[config.mk]
export PLATFORM = sky130hd
export DESIGN_NAME = uart_baud_gen_double_speed_rx
export DESIGN_NICKNAME = d
export VERILOG_FILES = /design/src/core/uart_pkg.sv /design/src/core/baud_tick_gen.sv /design/src/core/word_buffer.sv /design/src/core/uart_baud_gen_double_speed_rx.sv
export SDC_FILE = /design/constraint.sdc
export NUM_CORES = 1
export LEC_CHECK = 0
export BUFFER_PORTS_ARGS = -buffer_cell sky130_fd_sc_hd__buf_2
export CAP_MARGIN = 40
export CORE_ASPECT_RATIO = 0.6
export CORE_MARGIN = 2
export CORE_UTILIZATION = 40
export CTS_CLUSTER_SIZE = 10
export DETAILED_ROUTE_END_ITERATION = 16
export SYNTH_ARGS = -nofsm -noshare
export SYNTH_HDL_FRONTEND = slang
export SYNTH_SLANG_ARGS = --single-unit
[constraint.sdc]
create_clock -name CLOCK -period 9.2 [get_ports CLOCK]
set_input_delay 1.84 -clock CLOCK [delete_from_list [all_inputs] [get_ports CLOCK]]
set_output_delay 1.84 -clock CLOCK [all_outputs]
set_load 0.02 [all_outputs]
[src/core/uart_pkg.sv]
package uart_pkg;

   // Register indices; the byte address of each is four times its index.
   localparam logic [7:0] IDX_DIV_LO = 8'h09;
   localparam logic [7:0] IDX_DIV_HI = 8'h20;
   localparam logic [7:0] IDX_CTRL   = 8'h0b;
   localparam logic [7:0] IDX_DATA   = 8'h0c;
   localparam logic [7:0] IDX_STAT   = 8'h0d;

   localparam int ADDR_W = 10;
   localparam int DIV_W  = 12;
   localparam int DIV_LO_W = 8;
   localparam int DIV_HI_W = 4;
   localparam int DATA_BITS = 8;

   // Control register fields.
   localparam int CTRL_RX_EN_BIT = 0;
   localparam int CTRL_DSS_BIT   = 1;
   localparam int CTRL_TX_EN_BIT = 2;
   localparam int CTRL_W         = 3;

   // Status register fields.
   localparam int STAT_RX_AVAIL_BIT = 0;
   localparam int STAT_FRAME_BIT    = 1;
   localparam int STAT_OVERRUN_BIT  = 2;
   localparam int STAT_TX_BUSY_BIT  = 3;

   // Reset values.
   localparam logic [DIV_LO_W-1:0] RST_DIV_LO = 8'h00;
   localparam logic [DIV_HI_W-1:0] RST_DIV_HI = 4'h0;
   localparam logic [CTRL_W-1:0]   RST_CTRL   = 3'h0;

   // Samples per bit and the first of the three voting samples.
   localparam logic [4:0] SPB_NORMAL   = 5'h10;
   localparam logic [4:0] SPB_DOUBLE   = 5'h08;
   localparam logic [4:0] VOTE_NORMAL  = 5'h08;
   localparam logic [4:0] VOTE_DOUBLE  = 5'h04;

   localparam int RX_BUF_DEPTH = 2;

   typedef struct packed {
      logic                 frame_err;
      logic [DATA_BITS-1:0] data;
   } rx_word_s;

   localparam int RX_WORD_W = $bits(rx_word_s);

   typedef enum logic [3:0] {
      RX_IDLE  = 4'b0001,
      RX_START = 4'b0010,
      RX_DATA  = 4'b0100,
      RX_STOP  = 4'b1000
   } rx_state_e;

   typedef enum logic [3:0] {
      TX_IDLE  = 4'b0001,
      TX_START = 4'b0010,
      TX_DATA  = 4'b0100,
      TX_STOP  = 4'b1000
   } tx_state_e;

   // Byte address of a register from its index.
   function automatic logic [ADDR_W-1:0] reg_addr(input logic [7:0] idx);
      reg_addr = {idx, 2'b00};
   endfunction

endpackage

[src/core/baud_tick_gen.sv]
module baud_tick_gen
   import uart_pkg::*;
#(
   parameter int DW = DIV_W
)
(
   input  wire logic          clk,
   input  wire logic          rst_n,
   input  wire logic [DW-1:0] divisor,
   output logic               tick
);

   logic [DW-1:0] cnt_ff;
   logic [DW-1:0] nxt_cnt;
   logic          tick_ff;
   logic          nxt_tick;

   // Down counter reloaded with the divisor, so a tick comes every divisor plus one clocks.
   always_comb
   begin
      if (cnt_ff == '0)
      begin
         nxt_cnt  = divisor;
         nxt_tick = 1'b1;
      end
      else
      begin
         nxt_cnt  = cnt_ff - 1'b1;
         nxt_tick = 1'b0;
      end
   end

   // A lowered divisor takes effect only after the current count runs out.
   always_ff @(posedge clk or negedge rst_n)
   begin
      if (!rst_n)
      begin
         cnt_ff  <= '0;
         tick_ff <= 1'b0;
      end
      else
      begin
         cnt_ff  <= nxt_cnt;
         tick_ff <= nxt_tick;
      end
   end

   assign tick = tick_ff;

endmodule

[src/core/word_buffer.sv]
module word_buffer #(
   parameter int W     = 9,
   parameter int DEPTH = 2
)
(
   input  wire logic         clk,
   input  wire logic         rst_n,
   input  wire logic         in_valid,
   output logic              in_ready,
   input  wire logic [W-1:0] in_data,
   output logic              out_valid,
   input  wire logic         out_ready,
   output logic [W-1:0]      out_data
);

   localparam int PW = (DEPTH > 1) ? $clog2(DEPTH) : 1;

   logic [W-1:0]  mem_ff [DEPTH];
   logic [PW-1:0] wr_ff;
   logic [PW-1:0] rd_ff;
   logic [PW:0]   cnt_ff;
   logic [PW-1:0] nxt_wr;
   logic [PW-1:0] nxt_rd;
   logic [PW:0]   nxt_cnt;
   logic          push;
   logic          pop;

   // Pointer and fill-count update; full and empty follow the count exactly.
   always_comb
   begin
      push    = in_valid && in_ready;
      pop     = out_valid && out_ready;
      nxt_wr  = wr_ff;
      nxt_rd  = rd_ff;
      nxt_cnt = cnt_ff;
      if (push)
      begin
         nxt_wr = (wr_ff == PW'(DEPTH - 1)) ? '0 : wr_ff + 1'b1;
      end
      if (pop)
      begin
         nxt_rd = (rd_ff == PW'(DEPTH - 1)) ? '0 : rd_ff + 1'b1;
      end
      if (push && !pop)
      begin
         nxt_cnt = cnt_ff + 1'b1;
      end
      else if (pop && !push)
      begin
         nxt_cnt = cnt_ff - 1'b1;
      end
   end

   always_ff @(posedge clk or negedge rst_n)
   begin
      if (!rst_n)
      begin
         wr_ff  <= '0;
         rd_ff  <= '0;
         cnt_ff <= '0;
      end
      else
      begin
         wr_ff  <= nxt_wr;
         rd_ff  <= nxt_rd;
         cnt_ff <= nxt_cnt;
      end
   end

   // Storage needs no reset; the count guards against reading a stale entry.
   always_ff @(posedge clk)
   begin
      if (push)
      begin
         mem_ff[wr_ff] <= in_data;
      end
   end

   assign in_ready  = (cnt_ff != (PW+1)'(DEPTH));
   assign out_valid = (cnt_ff != '0);
   assign out_data  = mem_ff[rd_ff];

endmodule

[src/core/uart_baud_gen_double_speed_rx.sv]
module uart_baud_gen_double_speed_rx
   import uart_pkg::*;
(
   input  wire logic                        CLOCK,
   input  wire logic                        RST_N,
   input  wire logic                        PSEL,
   input  wire logic                        PENABLE,
   input  wire logic                        PWRITE,
   input  wire logic [uart_pkg::ADDR_W-1:0] PADDR,
   input  wire logic [31:0]                 PWDATA,
   output logic [31:0]                      PRDATA,
   output logic                             PREADY,
   output logic                             PSLVERR,
   input  wire logic                        RXD,
   output logic                             TXD
);

   import uart_pkg::*;

   // Two-of-three vote from the ones seen so far and the last sample.
   function automatic logic vote(input logic [1:0] ones, input logic last);
      vote = ({1'b0, ones} + {2'b00, last}) >= 3'd2;
   endfunction

   logic [DIV_LO_W-1:0] div_lo_ff;
   logic [DIV_LO_W-1:0] nxt_div_lo;
   logic [DIV_HI_W-1:0] div_hi_ff;
   logic [DIV_HI_W-1:0] nxt_div_hi;
   logic [CTRL_W-1:0]   ctrl_ff;
   logic [CTRL_W-1:0]   nxt_ctrl;
   logic                ovr_ff;
   logic                nxt_ovr;
   logic                pready_ff;
   logic                nxt_pready;
   logic                pslverr_ff;
   logic                nxt_pslverr;
   logic [31:0]         prdata_ff;
   logic [31:0]         nxt_prdata;
   logic                capt_valid_ff;
   logic                nxt_capt_valid;

   logic [DIV_W-1:0] divisor;
   logic             tick;
   logic             dss;
   logic [4:0]       spb;
   logic [4:0]       vfirst;
   logic             access;
   logic             done;
   logic             mapped;
   logic [31:0]      rd_mux;
   logic             wr_data;
   logic             pop;
   logic             ovr_set;

   rx_word_s  buf_front;
   logic      buf_out_valid;
   logic      buf_in_ready;

   rx_state_e            rx_state_ff;
   rx_state_e            nxt_rx_state;
   logic [4:0]           rx_cnt_ff;
   logic [4:0]           nxt_rx_cnt;
   logic [1:0]           rx_ones_ff;
   logic [1:0]           nxt_rx_ones;
   logic [2:0]           rx_bit_ff;
   logic [2:0]           nxt_rx_bit;
   logic [DATA_BITS-1:0] rx_shift_ff;
   logic [DATA_BITS-1:0] nxt_rx_shift;
   logic                 rx_pend_ff;
   logic                 nxt_rx_pend;
   rx_word_s             rx_word_ff;
   rx_word_s             nxt_rx_word;
   logic [4:0]           smp;
   logic                 bitval;
   logic                 rx_done;

   tx_state_e            tx_state_ff;
   tx_state_e            nxt_tx_state;
   logic [4:0]           tx_cnt_ff;
   logic [4:0]           nxt_tx_cnt;
   logic [2:0]           tx_bit_ff;
   logic [2:0]           nxt_tx_bit;
   logic [DATA_BITS-1:0] tx_shift_ff;
   logic [DATA_BITS-1:0] nxt_tx_shift;
   logic                 txd_ff;
   logic                 nxt_txd;

   // Divisor and mode decode shared by both directions.
   assign divisor = {div_hi_ff, div_lo_ff};
   assign dss     = ctrl_ff[CTRL_DSS_BIT];
   assign spb     = dss ? SPB_DOUBLE : SPB_NORMAL;
   assign vfirst  = dss ? VOTE_DOUBLE : VOTE_NORMAL;

   baud_tick_gen #(
      .DW      (DIV_W)
   ) u_tick (
      .clk     (CLOCK),
      .rst_n   (RST_N),
      .divisor (divisor),
      .tick    (tick)
   );

   word_buffer #(
      .W         (RX_WORD_W),
      .DEPTH     (RX_BUF_DEPTH)
   ) u_rxbuf (
      .clk       (CLOCK),
      .rst_n     (RST_N),
      .in_valid  (rx_pend_ff),
      .in_ready  (buf_in_ready),
      .in_data   (rx_word_ff),
      .out_valid (buf_out_valid),
      .out_ready (pop),
      .out_data  (buf_front)
   );

   // APB decode; one wait state lets the answer come straight from flip-flops.
   always_comb
   begin
      access  = PSEL && PENABLE;
      done    = access && pready_ff;
      mapped  = 1'b1;
      rd_mux  = 32'h0000_0000;
      unique case (PADDR)
         reg_addr(IDX_DIV_LO): rd_mux = {24'h00_0000, div_lo_ff};
         reg_addr(IDX_DIV_HI): rd_mux = {28'h000_0000, div_hi_ff};
         reg_addr(IDX_CTRL):   rd_mux = {29'h0000_0000, ctrl_ff};
         reg_addr(IDX_DATA):   rd_mux = buf_out_valid ? {24'h00_0000, buf_front.data} : '0;
         reg_addr(IDX_STAT):
         begin
            rd_mux[STAT_RX_AVAIL_BIT] = buf_out_valid;
            rd_mux[STAT_FRAME_BIT]    = buf_out_valid && buf_front.frame_err;
            rd_mux[STAT_OVERRUN_BIT]  = ovr_ff;
            rd_mux[STAT_TX_BUSY_BIT]  = (tx_state_ff != TX_IDLE);
         end
         default:              mapped = 1'b0;
      endcase
      wr_data = done && PWRITE && (PADDR == reg_addr(IDX_DATA));
      pop     = done && !PWRITE && (PADDR == reg_addr(IDX_DATA)) && capt_valid_ff;
   end

   // Register writes land only at the completing edge; the overrun set beats its clear.
   always_comb
   begin
      nxt_pready     = access && !pready_ff;
      nxt_pslverr    = (access && !pready_ff) ? !mapped : 1'b0;
      nxt_prdata     = (access && !pready_ff && !PWRITE) ? rd_mux : prdata_ff;
      nxt_capt_valid = (access && !pready_ff) ? buf_out_valid : capt_valid_ff;
      nxt_div_lo     = div_lo_ff;
      nxt_div_hi     = div_hi_ff;
      nxt_ctrl       = ctrl_ff;
      nxt_ovr        = ovr_ff;
      if (done && PWRITE)
      begin
         if (PADDR == reg_addr(IDX_DIV_LO))
         begin
            nxt_div_lo = PWDATA[DIV_LO_W-1:0];
         end
         if (PADDR == reg_addr(IDX_DIV_HI))
         begin
            nxt_div_hi = PWDATA[DIV_HI_W-1:0];
         end
         if (PADDR == reg_addr(IDX_CTRL))
         begin
            nxt_ctrl = PWDATA[CTRL_W-1:0];
         end
         if ((PADDR == reg_addr(IDX_STAT)) && PWDATA[STAT_OVERRUN_BIT])
         begin
            nxt_ovr = 1'b0;
         end
      end
      if (ovr_set)
      begin
         nxt_ovr = 1'b1;
      end
   end

   always_ff @(posedge CLOCK or negedge RST_N)
   begin
      if (!RST_N)
      begin
         div_lo_ff     <= RST_DIV_LO;
         div_hi_ff     <= RST_DIV_HI;
         ctrl_ff       <= RST_CTRL;
         ovr_ff        <= 1'b0;
         pready_ff     <= 1'b0;
         pslverr_ff    <= 1'b0;
         prdata_ff     <= '0;
         capt_valid_ff <= 1'b0;
      end
      else
      begin
         div_lo_ff     <= nxt_div_lo;
         div_hi_ff     <= nxt_div_hi;
         ctrl_ff       <= nxt_ctrl;
         ovr_ff        <= nxt_ovr;
         pready_ff     <= nxt_pready;
         pslverr_ff    <= nxt_pslverr;
         prdata_ff     <= nxt_prdata;
         capt_valid_ff <= nxt_capt_valid;
      end
   end

   // Receiver: a sample count per bit, three-sample vote, then shift.
   always_comb
   begin
      nxt_rx_state = rx_state_ff;
      nxt_rx_cnt   = rx_cnt_ff;
      nxt_rx_ones  = rx_ones_ff;
      nxt_rx_bit   = rx_bit_ff;
      nxt_rx_shift = rx_shift_ff;
      smp          = (rx_cnt_ff >= spb) ? 5'h01 : rx_cnt_ff + 5'h01;
      bitval       = vote(rx_ones_ff, RXD);
      rx_done      = 1'b0;
      if (!ctrl_ff[CTRL_RX_EN_BIT])
      begin
         nxt_rx_state = RX_IDLE;
      end
      else if (tick)
      begin
         unique case (rx_state_ff)
            RX_IDLE:
            begin
               if (!RXD)
               begin
                  nxt_rx_state = RX_START;
                  nxt_rx_cnt   = 5'h01;
                  nxt_rx_ones  = 2'b00;
               end
            end
            RX_START, RX_DATA, RX_STOP:
            begin
               nxt_rx_cnt = smp;
               if ((smp >= vfirst) && (smp < vfirst + 5'h02))
               begin
                  nxt_rx_ones = rx_ones_ff + {1'b0, RXD};
               end
               else if (smp == vfirst + 5'h02)
               begin
                  nxt_rx_ones = 2'b00;
                  if (rx_state_ff == RX_START)
                  begin
                     nxt_rx_state = bitval ? RX_IDLE : RX_DATA;
                     nxt_rx_bit   = 3'h0;
                  end
                  else if (rx_state_ff == RX_DATA)
                  begin
                     nxt_rx_shift = {bitval, rx_shift_ff[DATA_BITS-1:1]};
                     nxt_rx_bit   = rx_bit_ff + 3'h1;
                     if (rx_bit_ff == 3'h7)
                     begin
                        nxt_rx_state = RX_STOP;
                     end
                  end
                  else
                  begin
                     rx_done      = 1'b1;
                     nxt_rx_state = RX_IDLE;
                  end
               end
            end
         endcase
      end
   end

   // Finished words wait in one holding slot; a word finished while it is stuck is lost.
   always_comb
   begin
      nxt_rx_pend = rx_pend_ff && !buf_in_ready;
      nxt_rx_word = rx_word_ff;
      ovr_set     = 1'b0;
      if (rx_done)
      begin
         if (nxt_rx_pend)
         begin
            ovr_set = 1'b1;
         end
         else
         begin
            nxt_rx_pend           = 1'b1;
            nxt_rx_word.data      = rx_shift_ff;
            nxt_rx_word.frame_err = !bitval;
         end
      end
   end

   always_ff @(posedge CLOCK or negedge RST_N)
   begin
      if (!RST_N)
      begin
         rx_state_ff <= RX_IDLE;
         rx_cnt_ff   <= 5'h00;
         rx_ones_ff  <= 2'b00;
         rx_bit_ff   <= 3'h0;
         rx_shift_ff <= '0;
         rx_pend_ff  <= 1'b0;
         rx_word_ff  <= '0;
      end
      else
      begin
         rx_state_ff <= nxt_rx_state;
         rx_cnt_ff   <= nxt_rx_cnt;
         rx_ones_ff  <= nxt_rx_ones;
         rx_bit_ff   <= nxt_rx_bit;
         rx_shift_ff <= nxt_rx_shift;
         rx_pend_ff  <= nxt_rx_pend;
         rx_word_ff  <= nxt_rx_word;
      end
   end

   // Transmitter: start, eight data bits LSB first, one stop bit.
   always_comb
   begin
      nxt_tx_state = tx_state_ff;
      nxt_tx_cnt   = tx_cnt_ff;
      nxt_tx_bit   = tx_bit_ff;
      nxt_tx_shift = tx_shift_ff;
      nxt_txd      = txd_ff;
      unique case (tx_state_ff)
         TX_IDLE:
         begin
            nxt_txd = 1'b1;
            if (wr_data && ctrl_ff[CTRL_TX_EN_BIT])
            begin
               nxt_tx_state = TX_START;
               nxt_tx_shift = PWDATA[DATA_BITS-1:0];
               nxt_tx_cnt   = 5'h00;
               nxt_txd      = 1'b0;
            end
         end
         TX_START, TX_DATA, TX_STOP:
         begin
            if (tick)
            begin
               nxt_tx_cnt = tx_cnt_ff + 5'h01;
               if (tx_cnt_ff + 5'h01 >= spb)
               begin
                  nxt_tx_cnt = 5'h00;
                  if (tx_state_ff == TX_START)
                  begin
                     nxt_tx_state = TX_DATA;
                     nxt_tx_bit   = 3'h0;
                     nxt_txd      = tx_shift_ff[0];
                  end
                  else if (tx_state_ff == TX_DATA)
                  begin
                     nxt_tx_shift = {1'b0, tx_shift_ff[DATA_BITS-1:1]};
                     nxt_tx_bit   = tx_bit_ff + 3'h1;
                     nxt_txd      = tx_shift_ff[1];
                     if (tx_bit_ff == 3'h7)
                     begin
                        nxt_tx_state = TX_STOP;
                        nxt_txd      = 1'b1;
                     end
                  end
                  else
                  begin
                     nxt_tx_state = TX_IDLE;
                  end
               end
            end
         end
      endcase
   end

   always_ff @(posedge CLOCK or negedge RST_N)
   begin
      if (!RST_N)
      begin
         tx_state_ff <= TX_IDLE;
         tx_cnt_ff   <= 5'h00;
         tx_bit_ff   <= 3'h0;
         tx_shift_ff <= '0;
         txd_ff      <= 1'b1;
      end
      else
      begin
         tx_state_ff <= nxt_tx_state;
         tx_cnt_ff   <= nxt_tx_cnt;
         tx_bit_ff   <= nxt_tx_bit;
         tx_shift_ff <= nxt_tx_shift;
         txd_ff      <= nxt_txd;
      end
   end

   // Every output comes straight from a flip-flop, so the bus sees no glitches.
   assign PRDATA  = prdata_ff;
   assign PREADY  = pready_ff;
   assign PSLVERR = pslverr_ff;
   assign TXD     = txd_ff;

endmodule

==> summary.md <==
| Metric | Value |
|---|---|
| RSZ-0062 raised after global routing | `false` |
| Period utilization | `41.2%` |
| CP max stage delay | `0.57 ns` |
| Routed WL per cell | `15.6 um` |
| Worst hold path stage count | `0` |
| FFs w/ async S/R, synth | `84.3%` |
| Cell chain of the critical path | `buf_2 > or4_4 > nor3_1 > nand2b_1 > or4_4 > ha_1 > nor2_1 > xor2_1` |
| Worst Path Arrival | `4.13 ns` |
| Nets | `636` |
| Number of remaining DRC errors | `0` |
| Num CTS Buffers | `17` |
| Worst path top cell family by delay | `simple AND/OR/NAND/NOR gates` |
| Max_cap viols | `0` |
| Flops & latches, synth | `115` |
| Ys Warns | `0` |
| Top FF cell, synth | `dfrtp_1` |
| GRT met2 Usage | `22.9%` |
| Top cells by instance count after synthesis | `dfrtp_1 (94), nand2_1 (55), mux2_2 (41), nor2_1 (41), o21ai_0 (27)` |
| Critical path required time | `9.54 ns` |
| LEAKAGE | `2.99 nW` |
| Core area | `14400 um^2` |
| Final Hold Viols | `0` |
| Sink Count | `115` |
| Global-route wire length before repair | `20.0 mm` |
| Final HPWL DP | `8.88 mm` |
| CTS tree | `yes` |
| CTS clock-pin slew for the worst setup and hold paths | `0.06 ns` |
| Worst Path Max Fanout | `6` |
| Synth top area cells | `dfrtp_1 (40%), edfxtp_1 (9.2%), mux2_2 (7.9%)` |
| Initial Utilization | `40.7%` |
| Buf/Inv on CP | `1` |
| Status | `finished clean` |
| Achievable frequency | `0.264 GHz` |
| Clock Tree Buf Depth | `2` |
| Full die area | `15700 um^2` |
| Detailed-route via count | `4013` |
| Mapped Cells | `533` |
| Netlist cell types | `67` |
| Pre-CTS WS | `5.00 ns` |
| Placed cell area | `6140 um^2` |
| Tot GR Track Use | `16.2%` |
| Crit. End Element | `flip-flop` |
| Design area | `6760 um^2` |
| I/O pin cnt | `83` |
| Drt via density | `5.13` |
| Crit path top cell by count | `or4_4` |
| Final Wtd Congestion | `0.809` |
| Number of flops mapped to enable cells by yosys | `18` |
| IO buf count | `34` |
| Die width | `160 um` |
| Number of DRC markers in iteration 0 | `347` |
| M3 GR Usage | `4.04%` |
| Sequential share of the synthesized area | `50.6%` |
| Synth area leader | `dfrtp_1` |
| Critical path class | `input pin to flip-flop` |
| Post-cts resize count | `0` |
| CTS root buffer | `clkbuf_16` |
| Min Tclk post-route | `3.79 ns` |
| Vias in the first global route | `3840` |
| Rows | `34` |
| Final setup violation count | `0` |
| Area Overhead vs Synth | `15.2%` |
| Die Span Y | `97.9 um` |
| GR peak layer | `met1` |
| Slew headroom | `46.1%` |
| CTS hold repair buffers | `0` |
| Worst setup margin | `5.41 ns` |
| Total grt overflow | `0` |
| Crit path depth | `8` |
| Final Skew | `0.0132 ns` |
| Synth top area share | `40.1%` |
| Proportion of layout cells with a drive suffix above 1 | `22.0%` |
| Count of pins over their slew limit | `0` |
| Pin count of the biggest net entering global routing | `51` |
| Register-to-Register Path Depth | `10` |
| Worst-skew pair later-pin latency | `0.41 ns` |
| IR drop worst, VDD | `0.000128 V` |
| H-tree depth | `4` |
| Worst hold path class | `flip-flop to flip-flop` |
| Most common cell in the netlist | `dfrtp_1` |
| M1 GR Usage | `24.1%` |
| Antenna-violating nets left | `0` |
| Post-CTS setup buffers | `0` |
| Synthesized area | `5870 um^2` |
| Slowest cell on the critical path | `or4_4` |
| Detailed-router iteration count before antenna repair | `5` |
| Syn avg cell area | `11.0 um^2` |
| Initial antenna violation count | `1` |
| Final WL | `12.2 mm` |
| Worst-margin pin slew | `0.805 ns` |
| Startpoint types | `input pin` |
| Setup tns final | `0 ns` |
| Pwr dens | `215 nW/um^2` |
## metal layers
layer | part of all wire [%] | wire, um | vias to the layer above
met4 | 0.85 | 104 | 0
met1 | 53 | 6440 | 1953
li1 | - | - | 1966
met3 | 3.6 | 440 | 12
met2 | 43 | 5220 | 82
met5 | 0 | 0 | -
## layout make-up
cell class | count | area [um^2]
fill | 1303 | 7660
sequential | 115 | 2970
multi-input combinational | 383 | 2670
clock buffer | 17 | 425
tap | 198 | 248
clock inverter | 15 | 195
timing repair buffer | 37 | 195
inverter | 16 | 60.1
antenna | 1 | 2.50
## worst paths after layout
path,slack (ns),end,startpoint
max,5.41,u_rxbuf.cnt_ff[1]$_DFFE_PN0P_,PADDR[1]
min,0.48,u_rxbuf.mem_ff[0][5]$_DFFE_PP_,rx_word_ff[5]$_DFFE_PN0P_
max reg2reg,5.42,rx_word_ff[0]$_DFFE_PN0P_,ctrl_ff[1]$_DFFE_PN0P_
min reg2reg,0.48,u_rxbuf.mem_ff[0][5]$_DFFE_PP_,rx_word_ff[5]$_DFFE_PN0P_
max in group asynchronous,6.66,rx_shift_ff[1]$_DFFE_PN0P_,RST_N
min in group asynchronous,1.44,tx_shift_ff[5]$_DFFE_PN0P_,RST_N
## logic make-up (layout without fill, tap and decap cells)
group,after synthesis,count (layout),synth area share [%]
AO/OA/AOI/OAI,88,88,10.3
XOR/XNOR,19,19,2.83
AND/OR/NAND/NOR,180,180,16.6
flip-flops,115,115,50.6
other,1,25,0.0639
multiplexers,54,54,10.3
buffers and inverters,58,85,5.45
adder cells (fa/ha/maj),18,18,3.84
## state kept, by name, summed over array words and instances (netlist names), 5 cells and up
signal          cells
rx_cnt_ff           5
u_rxbuf.mem_ff     18
PRDATA              8
tx_shift_ff         8
rx_word_ff          9
u_tick.cnt_ff      12
rx_shift_ff         8
div_lo_ff           8
tx_cnt_ff           5
## power breakdown
part,internal [mW],switching (mW),total (mW)
clock network,0.434,0.261,0.695
logic,0.0646,0.0961,0.161
registers,0.557,0.0391,0.596
total,1.06,0.396,1.45
## through the flow
step	power, mW	instances	utilization, %	hold WS, ns
6_report	1.45	782	46.9	0.478
5_1_grt	1.52	781	46.9	0.497
4_1_cts	1.46	781	46.9	0.474
3_5_place_dp	0.766	749	42.6	0.460
3_3_place_gp	0.758	749	42.6	0.449
2_1_floorplan	0.720	556	-	0.438
## cells in the final DEF (no fill, tap or decap), drive strengths merged, types with 5 or more instances in the layout
master	count
conb	24
a21oi	14
xnor2	9
edfxtp	18
nor2	41
nand2	55
nand4	5
nor4b	7
mux2	41
or3	5
a22o	6
nand2b	9
nor3	10
o21ai	27
inv	24
ha	18
clkbuf	17
nand3	15
nor2b	6
nor4	5
mux2i	12
dfrtp	94
xor2	10
buf	37
## worst register-to-register path, stage by stage, from the launching register on
cell	delay, ns
dfrtp_1	0.50
ha_1	0.35
and4b_1	0.20
nor3_1	0.45
nand2_1	0.11
ha_1	0.33
and4_1	0.19
nor2b_1	0.20
nand4_1	0.22
nor2b_1	0.71
mux2_2	0.42
Note: power is estimated with default switching activity, not from simulation.
